[src/ssc_pkg.sv]
// Package: status word layout, reset values and checksum constants
package ssc_pkg;
    // Status word bit positions
    localparam int SSC_BIT_ALERT = 15;
    localparam int SSC_BIT_HEATER = 13;
    localparam int SSC_BIT_RH_ALERT = 11;
    localparam int SSC_BIT_T_ALERT = 10;
    localparam int SSC_BIT_RESET = 4;
    localparam int SSC_BIT_CMD_FAIL = 1;
    localparam int SSC_BIT_WR_CRC_FAIL = 0;
    // Values after reset
    localparam logic SSC_RST_ALERT = 1'b1;
    localparam logic SSC_RST_HEATER = 1'b0;
    localparam logic SSC_RST_TRACK = 1'b0;
    localparam logic SSC_RST_RESET = 1'b1;
    localparam logic SSC_RST_CMD_FAIL = 1'b0;
    localparam logic SSC_RST_WR_CRC_FAIL = 1'b0;
    localparam logic [4:0] SSC_RSVD_9_5 = 5'h00;
    // Whole status word after reset: alert pending and reset detected
    localparam logic [15:0] SSC_RST_STATUS = 16'h8010;
    // Checksum parameters
    localparam logic [7:0] SSC_CRC_POLY = 8'h31;
    localparam logic [7:0] SSC_CRC_INIT = 8'hFF;
    localparam logic [7:0] SSC_CRC_XOROUT = 8'h00;
    // Cycles for a checksum unit to finish one word
    localparam int SSC_CRC_LATENCY = 1;

    // Data word with its checksum byte
    typedef struct packed {
        logic [15:0] word;
        logic [7:0] crc;
    } ssc_frame_t;

    // Events from the device core
    typedef struct packed {
        logic hard_reset;
        logic soft_reset;
        logic supply_fail;
        logic rh_alert;
        logic t_alert;
        logic heater_on;
        logic clear_status;
        logic cmd_done;
        logic cmd_ok;
        logic wr_done;
    } ssc_events_t;
endpackage

[src/ssc_crc8.sv]
// CRC-8 over one 16-bit word, registered result
`timescale 1ns/10ps
`default_nettype none
module ssc_crc8 (
    input wire logic clk,
    input wire logic reset,
    input wire logic [15:0] word,
    output logic [7:0] crc
);
    import ssc_pkg::*;

    // Bitwise MSB-first CRC, poly 0x31, init 0xFF, no reflection
    function automatic logic [7:0] crc_word(input logic [15:0] w);
        logic [7:0] c;
        c = SSC_CRC_INIT;
        for (int i = 15; i >= 0; i--) begin
            if (c[7] ^ w[i]) begin
                c = {c[6:0], 1'b0} ^ SSC_CRC_POLY;
            end else begin
                c = {c[6:0], 1'b0};
            end
        end
        return c ^ SSC_CRC_XOROUT;
    endfunction

    // Result over exactly the two bytes given
    always_ff @(posedge clk) begin
        if (reset) begin
            crc <= 8'h00;
        end else begin
            crc <= crc_word(word);
        end
    end
endmodule
`default_nettype wire

[src/ssc_status.sv]
// Status word, flag logic and word checksums of the sensor
// Function
// - Bit 15 shows pending alert; reads 1 after reset.
// - Bit 13 shows heater on; defaults to 0.
// - Bits 11 and 10 show humidity and temperature tracking alerts.
// - Bit 4 set by any reset or supply fail, held until clear.
// - Bit 1 set when last command rejected, cleared on success.
// - Bit 0 set when last write checksum wrong, cleared when right.
// - Clear command zeroes bits 15, 11, 10, 4 only.
// - Checksum follows every word, over its two bytes only.
// - CRC-8 poly 0x31, init 0xFF, no reflection, xor 0x00.
// - Checksum generated on reads and verified on writes.
// - Results leave as 16-bit unsigned raw codes, passed on uncompensated.
`timescale 1ns/10ps
`default_nettype none
module ssc_status (
    input wire logic clk,
    input wire logic reset,
    input wire ssc_pkg::ssc_events_t events,
    input wire logic [15:0] raw_humidity_code,
    input wire logic [15:0] wr_word,
    input wire logic [7:0] wr_crc,
    output logic [15:0] status_word,
    output ssc_pkg::ssc_frame_t status_frame,
    output ssc_pkg::ssc_frame_t humidity_frame,
    output logic wr_crc_ok
);
    import ssc_pkg::*;

    logic alert_q;
    logic heater_q;
    logic rh_alert_q;
    logic t_alert_q;
    logic reset_seen_q;
    logic cmd_fail_q;
    logic wr_fail_q;
    logic [15:0] status_d;
    logic [7:0] status_crc;
    logic [7:0] hum_crc;
    logic [7:0] wr_calc;
    logic [15:0] status_word_q;
    logic [15:0] hum_word_q;
    logic wr_done_q;
    logic [7:0] wr_crc_q;

    // Tracking alerts; a new alert wins over a clear in the same cycle
    always_ff @(posedge clk) begin
        if (reset) begin
            rh_alert_q <= SSC_RST_TRACK;
            t_alert_q <= SSC_RST_TRACK;
        end else begin
            if (events.rh_alert) begin
                rh_alert_q <= 1'b1;
            end else if (events.clear_status) begin
                rh_alert_q <= 1'b0;
            end
            if (events.t_alert) begin
                t_alert_q <= 1'b1;
            end else if (events.clear_status) begin
                t_alert_q <= 1'b0;
            end
        end
    end

    // Alert pending summary flag
    always_ff @(posedge clk) begin
        if (reset) begin
            alert_q <= SSC_RST_ALERT;
        end else if (events.rh_alert || events.t_alert) begin
            alert_q <= 1'b1;
        end else if (events.clear_status) begin
            alert_q <= 1'b0;
        end
    end

    // Reset detected flag
    always_ff @(posedge clk) begin
        if (reset) begin
            reset_seen_q <= SSC_RST_RESET;
        end else if (events.hard_reset || events.soft_reset ||
                     events.supply_fail) begin
            reset_seen_q <= 1'b1;
        end else if (events.clear_status) begin
            reset_seen_q <= 1'b0;
        end
    end

    // Heater state mirror
    always_ff @(posedge clk) begin
        if (reset) begin
            heater_q <= SSC_RST_HEATER;
        end else begin
            heater_q <= events.heater_on;
        end
    end

    // Command outcome of the latest command
    always_ff @(posedge clk) begin
        if (reset) begin
            cmd_fail_q <= SSC_RST_CMD_FAIL;
        end else if (events.cmd_done) begin
            cmd_fail_q <= ~events.cmd_ok;
        end
    end

    // Capture incoming write checksum and done pulse for checking
    always_ff @(posedge clk) begin
        if (reset) begin
            wr_done_q <= 1'b0;
            wr_crc_q <= 8'h00;
        end else begin
            wr_done_q <= events.wr_done;
            wr_crc_q <= wr_crc;
        end
    end

    // Written word checksum verdict of the latest write
    always_ff @(posedge clk) begin
        if (reset) begin
            wr_fail_q <= SSC_RST_WR_CRC_FAIL;
            wr_crc_ok <= 1'b1;
        end else if (wr_done_q) begin
            wr_fail_q <= (wr_calc != wr_crc_q);
            wr_crc_ok <= (wr_calc == wr_crc_q);
        end
    end

    // Assemble status word; reserved bits fixed
    always_comb begin
        status_d = 16'h0000;
        status_d[SSC_BIT_ALERT] = alert_q;
        status_d[SSC_BIT_HEATER] = heater_q;
        status_d[SSC_BIT_RH_ALERT] = rh_alert_q;
        status_d[SSC_BIT_T_ALERT] = t_alert_q;
        status_d[9:5] = SSC_RSVD_9_5;
        status_d[SSC_BIT_RESET] = reset_seen_q;
        status_d[SSC_BIT_CMD_FAIL] = cmd_fail_q;
        status_d[SSC_BIT_WR_CRC_FAIL] = wr_fail_q;
    end

    // Register status word and measurement word
    always_ff @(posedge clk) begin
        if (reset) begin
            status_word_q <= SSC_RST_STATUS;
            hum_word_q <= 16'h0000;
        end else begin
            status_word_q <= status_d;
            hum_word_q <= raw_humidity_code;
        end
    end

    // Status output register
    always_ff @(posedge clk) begin
        if (reset) begin
            status_word <= SSC_RST_STATUS;
        end else begin
            status_word <= status_d;
        end
    end

    // Frames: word MSB first then its checksum, aligned with crc delay
    always_ff @(posedge clk) begin
        if (reset) begin
            status_frame <= '0;
            humidity_frame <= '0;
        end else begin
            status_frame <= '{word: status_word_q, crc: status_crc};
            humidity_frame <= '{word: hum_word_q, crc: hum_crc};
        end
    end

    // Checksum units: outgoing status, outgoing humidity, incoming write
    ssc_crc8 u_crc_status (
        .clk(clk),
        .reset(reset),
        .word(status_d),
        .crc(status_crc)
    );
    ssc_crc8 u_crc_hum (
        .clk(clk),
        .reset(reset),
        .word(raw_humidity_code),
        .crc(hum_crc)
    );
    ssc_crc8 u_crc_wr (
        .clk(clk),
        .reset(reset),
        .word(wr_word),
        .crc(wr_calc)
    );
endmodule
`default_nettype wire

[config.mk]
export PLATFORM = sky130hd
export DESIGN_NAME = ssc_status
export DESIGN_NICKNAME = d
export VERILOG_FILES = /design/src/ssc_pkg.sv /design/src/ssc_crc8.sv /design/src/ssc_status.sv
export SDC_FILE = /design/constraint.sdc
export NUM_CORES = 1
export LEC_CHECK = 0
export BUFFER_PORTS_ARGS = -buffer_cell sky130_fd_sc_hd__buf_2
export CAP_MARGIN = 40
export CORE_UTILIZATION = 40
export CTS_CLUSTER_SIZE = 30
export DETAILED_ROUTE_END_ITERATION = 10
export PLACE_DENSITY = 0.73
export SLEW_MARGIN = 20
export SYNTH_ARGS = -nofsm -noshare
export SYNTH_HDL_FRONTEND = slang
export SYNTH_SLANG_ARGS = --single-unit
[constraint.sdc]
create_clock -name clk -period 1.6 [get_ports clk]
set_clock_uncertainty 0.15 [all_clocks]
set_input_delay 0 -clock clk [delete_from_list [all_inputs] [get_ports clk]]
set_output_delay 0 -clock clk [all_outputs]
set_load 0.02 [all_outputs]
==> results of run 1 <==
==> worst max path at each step <==
stage | startpoint | end | slack (ns) | cells after the start
global placement | wr_word[6] | u_crc_wr.crc[5] | -0.02 | 6
finish | raw_humidity_code[3] | u_crc_hum.crc[5] | 0.03 | 8
CTS | reset | u_crc_hum.crc[0] | 0.004 | 3
floorplan | wr_word[10] | u_crc_wr.crc[5] | 0.02 | 5
global route | wr_word[13] | u_crc_wr.crc[7] | -0.003 | 8
detailed placement | raw_humidity_code[5] | u_crc_hum.crc[6] | -0.09 | 6
==> through the flow <==
step           power, W  setup slack, ns  cells
6_report        0.00613           0.0250    656
5_1_grt         0.00647         -0.00292    656
4_1_cts         0.00616          0.00365    655
3_5_place_dp    0.00444          -0.0888    576
3_3_place_gp    0.00440          -0.0156    576
2_1_floorplan   0.00402           0.0206    350
==> area by class of cell <==
cell class | count | share of cell area
clock buffer | 9 | 0.0227
tap | 129 | 0.0296
multi-input combinational | 215 | 0.306
inverter | 3 | 0.00206
clock inverter | 6 | 0.0128
timing repair buffer | 191 | 0.249
sequential | 103 | 0.378
==> synth_stat cells <==
master    number
dfxtp_1      103
a2111o_1       1
nand4_1        1
xnor2_4        1
inv_1          3
o21a_1         1
xor2_2         2
buf_1          2
clkbuf_1       9
xor2_1        28
a21oi_1        2
nor4_1         2
nor2b_1       72
nor2_1        25
or2_2          2
a211oi_1       1
o21ai_0        2
xnor2_1       46
a31oi_1        1
xnor3_2        1
buf_4         18
conb_1         1
xnor3_1        9
==> registers in the layout, indices dropped and copies added, names as in the netlist, 7 cells and up <==
register	count
hum_word_q	16
status_word	7
u_crc_hum.crc	8
humidity_frame	24
wr_crc_q	8
status_frame	15
u_crc_wr.crc	8
u_crc_status.crc	8
==> worst reg2reg max path, cell delays in order, from the launching register on <==
cell and delay [ns]:
dfxtp_2 0.34, a2111o_1 0.41, dlygate4sd3_1 0.55
==> per-layer routing <==
layer | up-vias | wire (microns)
met4 | 0 | 161
li1 | 1362 | -
met3 | 14 | 270
met1 | 1242 | 3160
met5 | - | 0
met2 | 71 | 3860
==> report_power, final <==
part	switching, W	internal, W
logic	0.000705	0.000904
clock network	0.000866	0.000729
registers	0.0000896	0.00284
total	0.00166	0.00447
==> cell families (layout without fill, tap and decap cells) <==
logic type / Yosys count / count (layout) / share of synthesized area
buffers and inverters: 32 / 209 / 0.0492
AO/OA/AOI/OAI: 8 / 8 / 0.0138
XOR/XNOR: 87 / 87 / 0.245
flip-flops: 103 / 103 / 0.540
AND/OR/NAND/NOR: 102 / 102 / 0.151
other: 1 / 18 / 0.000983
==> timing repair <==
item                       CTS  global route
hold endpoints to repair    60             0
setup endpoints to repair    0             8
gates resized for setup      0             9
hold buffers                64             0
==> results.md, run 1 <==
- Overflow after GRT: 0
- Drt wl/cell: 11.4 microns
- Largest stage delay, worst path: 0.55 ns
- Crit path launch type: primary input
- Post-synth top area share: 0.540
- Diodes inserted: 0
- Hold depth: 5
- Crit-path slowest cell: dlygate4sd3_1
- Pwr dens: 1120 nW/um^2
- RR Endpoint: alert_q
- CTS buffer count: 9
- Synth top area cells: dfxtp_1 54%, nor2b_1 12%, xnor2_1 11%, xor2_1 6.4%, xnor3_1 5.3%
- Bufs on Longest Clock Path: 2
- Hold/Removal Path Class: primary input to flop
- Met1 usage: 0.172
- R2r startpoint: alert_q
- Number of global-route vias before repair: around 2600
- Area of the multi-input gates: approximately 1700 sq um
- Slew Limit Fails: 0
- Synth unique cells: 23
- H-tree depth: 3
- Reg clk slew, reported paths: 0.10 ns
- Die area: 9940 sq um
- Max Clock Freq: 635 MHz
- Die height: ~100 microns
- Top Usage Layer GRT: met2
- Tmin final: between 1.5 and 2 ns
- Global routing usage on met2: 0.279
- Vias per cell: 4.10
- Final wirelength: 7450 microns
- Die width: 99.7 microns
- Core area: 9240 sq um
- Clock root buffer: clkbuf_8
- DP Area: 4570 sq um
- CP max FO: 2
- Tcrit/Tclk final: 0.984
- Layout cells sized above 1: 0.294
- Final Cell Area: 5460 sq um
- VDD IR-drop max: 494 uV
- Fillcell total: 801
- Post-CTS Setup Bufs: 0
- Finished Core Util: 0.591
- Initial antenna violation count: 0
- CTS sink count: 103
- Crit path buffers/inverters: 3
- Pin count of the biggest net entering global routing: 37
- Crit-path cells: dlygate4sd3_1 -> buf_2 -> xnor3_2 -> xnor2_2 -> buf_4 -> xnor2_2 -> xnor2_1 -> nor2_1
- Hold Path Origin: wr_word[2]
- Initial DRT Pass Iterations: 3
- Worst-Skew Late Latency: between 0.3 and 0.4 ns
- CP Capture Type: flop
- Post-Syn Area per Cell: 11.5 sq um
- First-pass GRT wire length: 11700 microns
- IO Port Bufs: 98
- Setup TNS: 0 ns
- I/O Pins: 117
- Hold EP: u_crc_wr.crc[6]
- DP Wirelength: 4660 microns
- Final GP Congestion: 0.794
- Commonest non-fill, non-tap cell in the layout: dfxtp_1
- Antenna-violating nets left: 0
- Sequential Area: 2060 sq um
- Initial core utilization: 0.413
- Crit path DAT: 1.67 ns
- Worst reg2reg path depth: 2
- Final Setup Violations: 0
- Critical setup path kind: primary input to flop
- Cell Area, Synth: 3820 sq um
- Mapped Cells: 333
- Num rows: 35
- Post-layout net count: around 580
- Worst hold slack: between 0.015 and 0.02 ns
- Detailed Route Iter0 Violations: 40
- Cell accounting for the most synthesized area: dfxtp_1
- Final Hold Vio Count: 0
- Ys Warns: 0
- Delay-heaviest family, CP: buffers and inverters
- Most frequent cells in the layout: 102 x dfxtp_1, 97 x buf_2, 72 x nor2b_1, 62 x dlygate4sd3_1, 43 x xnor2_1
- Status: completed
- DRC Markers: 0
- Total of max-cap violations: 0
- Seq/Total Area, Yosys: 0.540
- Vias: ~2700
- GRT Util Overall: 0.154
- Most common cell on crit path: xnor2_2
- CTS tree: built
- Reg2Reg Setup Slack: 0.04 ns
- Post-synthesis register bit count: between 100 and 150
- Met3 GRT Util: 0.0302
- Worst Path Required: 1.70 ns
- P&R area growth vs syn: 43.0%
- Leak pwr: 2.57 nW
(Power assumes the default switching activity.)
==> run 2: changes to the inputs <==
--- a/config.mk
+++ b/config.mk
@@ -11,6 +11,7 @@
 export CTS_CLUSTER_SIZE = 30
 export DETAILED_ROUTE_END_ITERATION = 10
 export PLACE_DENSITY = 0.73
+export SETUP_SLACK_MARGIN = 0.3
 export SLEW_MARGIN = 20
 export SYNTH_ARGS = -nofsm -noshare
 export SYNTH_HDL_FRONTEND = slang
==> results.md, run 2 (synthesis results as in run 1) <==
- Crit path DAT: 1.42 ns (-0.25 ns)
- Worst reg2reg path depth: 5 (+3)
- Post-layout net count: 557 (-3.1%)
- Vias: 2591 (-3.6%)
- Die width: 99.7 microns (unchanged)
- Most frequent cells in the layout: 97 x dfxtp_1, 96 x buf_2, 72 x nor2b_1, 56 x dlygate4sd3_1, 35 x xnor2_1
- Tmin final: 1.31 ns (-0.260 ns)
- Largest stage delay, worst path: 0.34 ns (-0.21 ns)
- CTS sink count: 103 (unchanged)
- Largest regs: humidity_frame x24, hum_word_q x16, status_frame x15
- Worst Path Required: 1.70 ns (about the same)
- Final Hold Vio Count: 23 (+23)
- RSZ-0062 raised after global routing: yes
- Number of global-route vias before repair: 2539 (-1.7%)
- Initial core utilization: 0.413 (unchanged)
- Tightest Pin Transition: 0.582 ns
- Vias per cell: 4.05 (-1.1%)
- Critical setup path kind: flop to flop
- Fillcell total: 763 (-4.7%)
- Layout cells sized above 1: 0.316 (+0.0216)
- Worst-Skew Late Latency: 0.36 ns (about the same)
- Final wirelength: 7100 microns (-4.7%)
- Diodes inserted: 0 (unchanged)
- Tcrit/Tclk final: 0.822 (-0.163)
- Overflow after GRT: 0 (unchanged)
- Slew Limit Fails: 0 (unchanged)
- Core area: 9240 sq um (unchanged)
- Final non-filler cell total: 639 (-2.6%)
- Delay-heaviest family, CP: flip-flops
- Hold depth: 2 (-3)
- H-tree depth: 3 (unchanged)
- Final Setup Violations: 0 (unchanged)
- Clock root buffer: clkbuf_8
- Initial antenna violation count: 0 (unchanged)
- CTS tree: built
- Crit-path cells: xnor2_2 -> nand4_1 -> nor4_2 -> a31oi_1 -> o21a_1
- GRT Util Overall: 0.150 (-0.00436)
- I/O Pins: 117 (unchanged)
- VDD IR-drop max: 546 uV (+11%)
- Pwr dens: 1140 nW/um^2 (+1.5%)
- Setup ws final: 0.285 ns (+0.260 ns)
- Leak pwr: 2.54 nW (-1.2%)
- Reg clk slew, reported paths: 0.10 ns (about the same)
- IO Port Bufs: 98 (unchanged)
- Sequential Area: 2070 sq um (+0.30%)
- Die area: 9940 sq um (unchanged)
- First-pass GRT wire length: 11500 microns (-1.5%)
- Status: finished, violations left
- Final GP Congestion: 0.743 (-6.4%)
- Die height: 99.7 microns (unchanged)
- Total of max-cap violations: 0 (unchanged)
- Worst hold slack: -0.0243 ns (-0.0441 ns)
- Bufs on Longest Clock Path: 2 (unchanged)
- Initial DRT Pass Iterations: 4 (+1)
- P&R area growth vs syn: 42.8%
- Worst slack, placed: -0.0872 ns (+0.00165 ns)
- Max reg flops: 24 (unchanged)
- CTS buffer count: 9 (unchanged)
- Pin count of the biggest net entering global routing: 63 (+70%)
- Violated checks: hold timing
- Detailed Route Iter0 Violations: 47 (+18%)
- CP Capture Type: flop
- Crit path buffers/inverters: 0 (-3)
- Area of the multi-input gates: 1780 sq um (+6.9%)
- DP Wirelength: 4610 microns (-0.90%)
- Hold/Removal Path Class: primary input to flop
- Drt wl/cell: 11.1 microns (-2.1%)
- Antenna-violating nets left: 0 (unchanged)
- Num rows: 35 (unchanged)
- Max Clock Freq: 761 MHz (+20%)
- DRC Markers: 0 (unchanged)
- Crit path launch type: flop
- Worst relative slew slack: 0.612
- Crit-path slowest cell: dfxtp_2
- Placed Instances: 564 (-2.1%)
- Crit path depth: 5 (-3)
- Commonest non-fill, non-tap cell in the layout: dfxtp_1
- CP max FO: 2 (unchanged)
- Reg with most FFs: humidity_frame
## run 2: metrics by stage
step           power (W)  hold slack [ns]   util  TNS (ns)  instance area (sq um)
2_1_floorplan    0.00405          -0.0580      -         0                   3950
3_3_place_gp     0.00437           0.0366  0.494   -0.0543                   4560
3_5_place_dp     0.00441           0.0415  0.494    -0.148                   4560
4_1_cts          0.00619          -0.0342  0.588         0                   5430
5_1_grt          0.00654        -0.000765  0.590         0                   5450
6_report         0.00621          -0.0243  0.590         0                   5450
## run 2: metal layers
| layer | part of all wire | vias up | global-route usage |
|---|---|---|---|
| met1 | 0.43 | 1184 | 0.173 |
| met2 | 0.52 | 72 | 0.267 |
| met4 | 0.018 | 0 | 0.0611 |
| li1 | - | 1323 | - |
| met5 | 0 | - | 0 |
| met3 | 0.035 | 12 | 0.0344 |
## run 2: path summary, 6_finish.rpt
| kind | to | slack (ns) | start |
|---|---|---|---|
| max | wr_fail_q | 0.29 | wr_crc_q[1] |
| min | u_crc_status.crc[7] | -0.02 | reset |
| max reg2reg | wr_fail_q | 0.29 | wr_crc_q[1] |
| min reg2reg | humidity_frame[9] | 0.29 | hum_word_q[1] |
## run 2: final cells by class
cell class | count | area share
sequential | 103 | 0.380
multi-input combinational | 215 | 0.327
timing repair buffer | 173 | 0.224
tap | 129 | 0.0296
clock buffer | 9 | 0.0227
clock inverter | 7 | 0.0149
inverter | 3 | 0.00207
## run 2: power by group
| part | internal (W) | switching (W) | total (W) | leakage (nW) |
|---|---|---|---|---|
| clock | 0.000745 | 0.000901 | 0.00165 | 0.106 |
| sequential | 0.00285 | 0.000101 | 0.00295 | 0.853 |
| combinational | 0.000909 | 0.000710 | 0.00162 | 1.58 |
## run 2: what timing repair did
action                                  CTS  global route
resized for setup                         7            14
endpoints found under the hold margin    75             2
hold buffers                             64             1
endpoints found under the setup margin    5            16
pin swaps                                 2             8
buffers inserted                          0             3
## run 2: worst register-to-register path: stages (launching register included)
cell and delay [ns]:
dfxtp_2 0.34, xnor2_2 0.14, nand4_1 0.15, nor4_2 0.16, a31oi_1 0.13, o21a_1 0.14
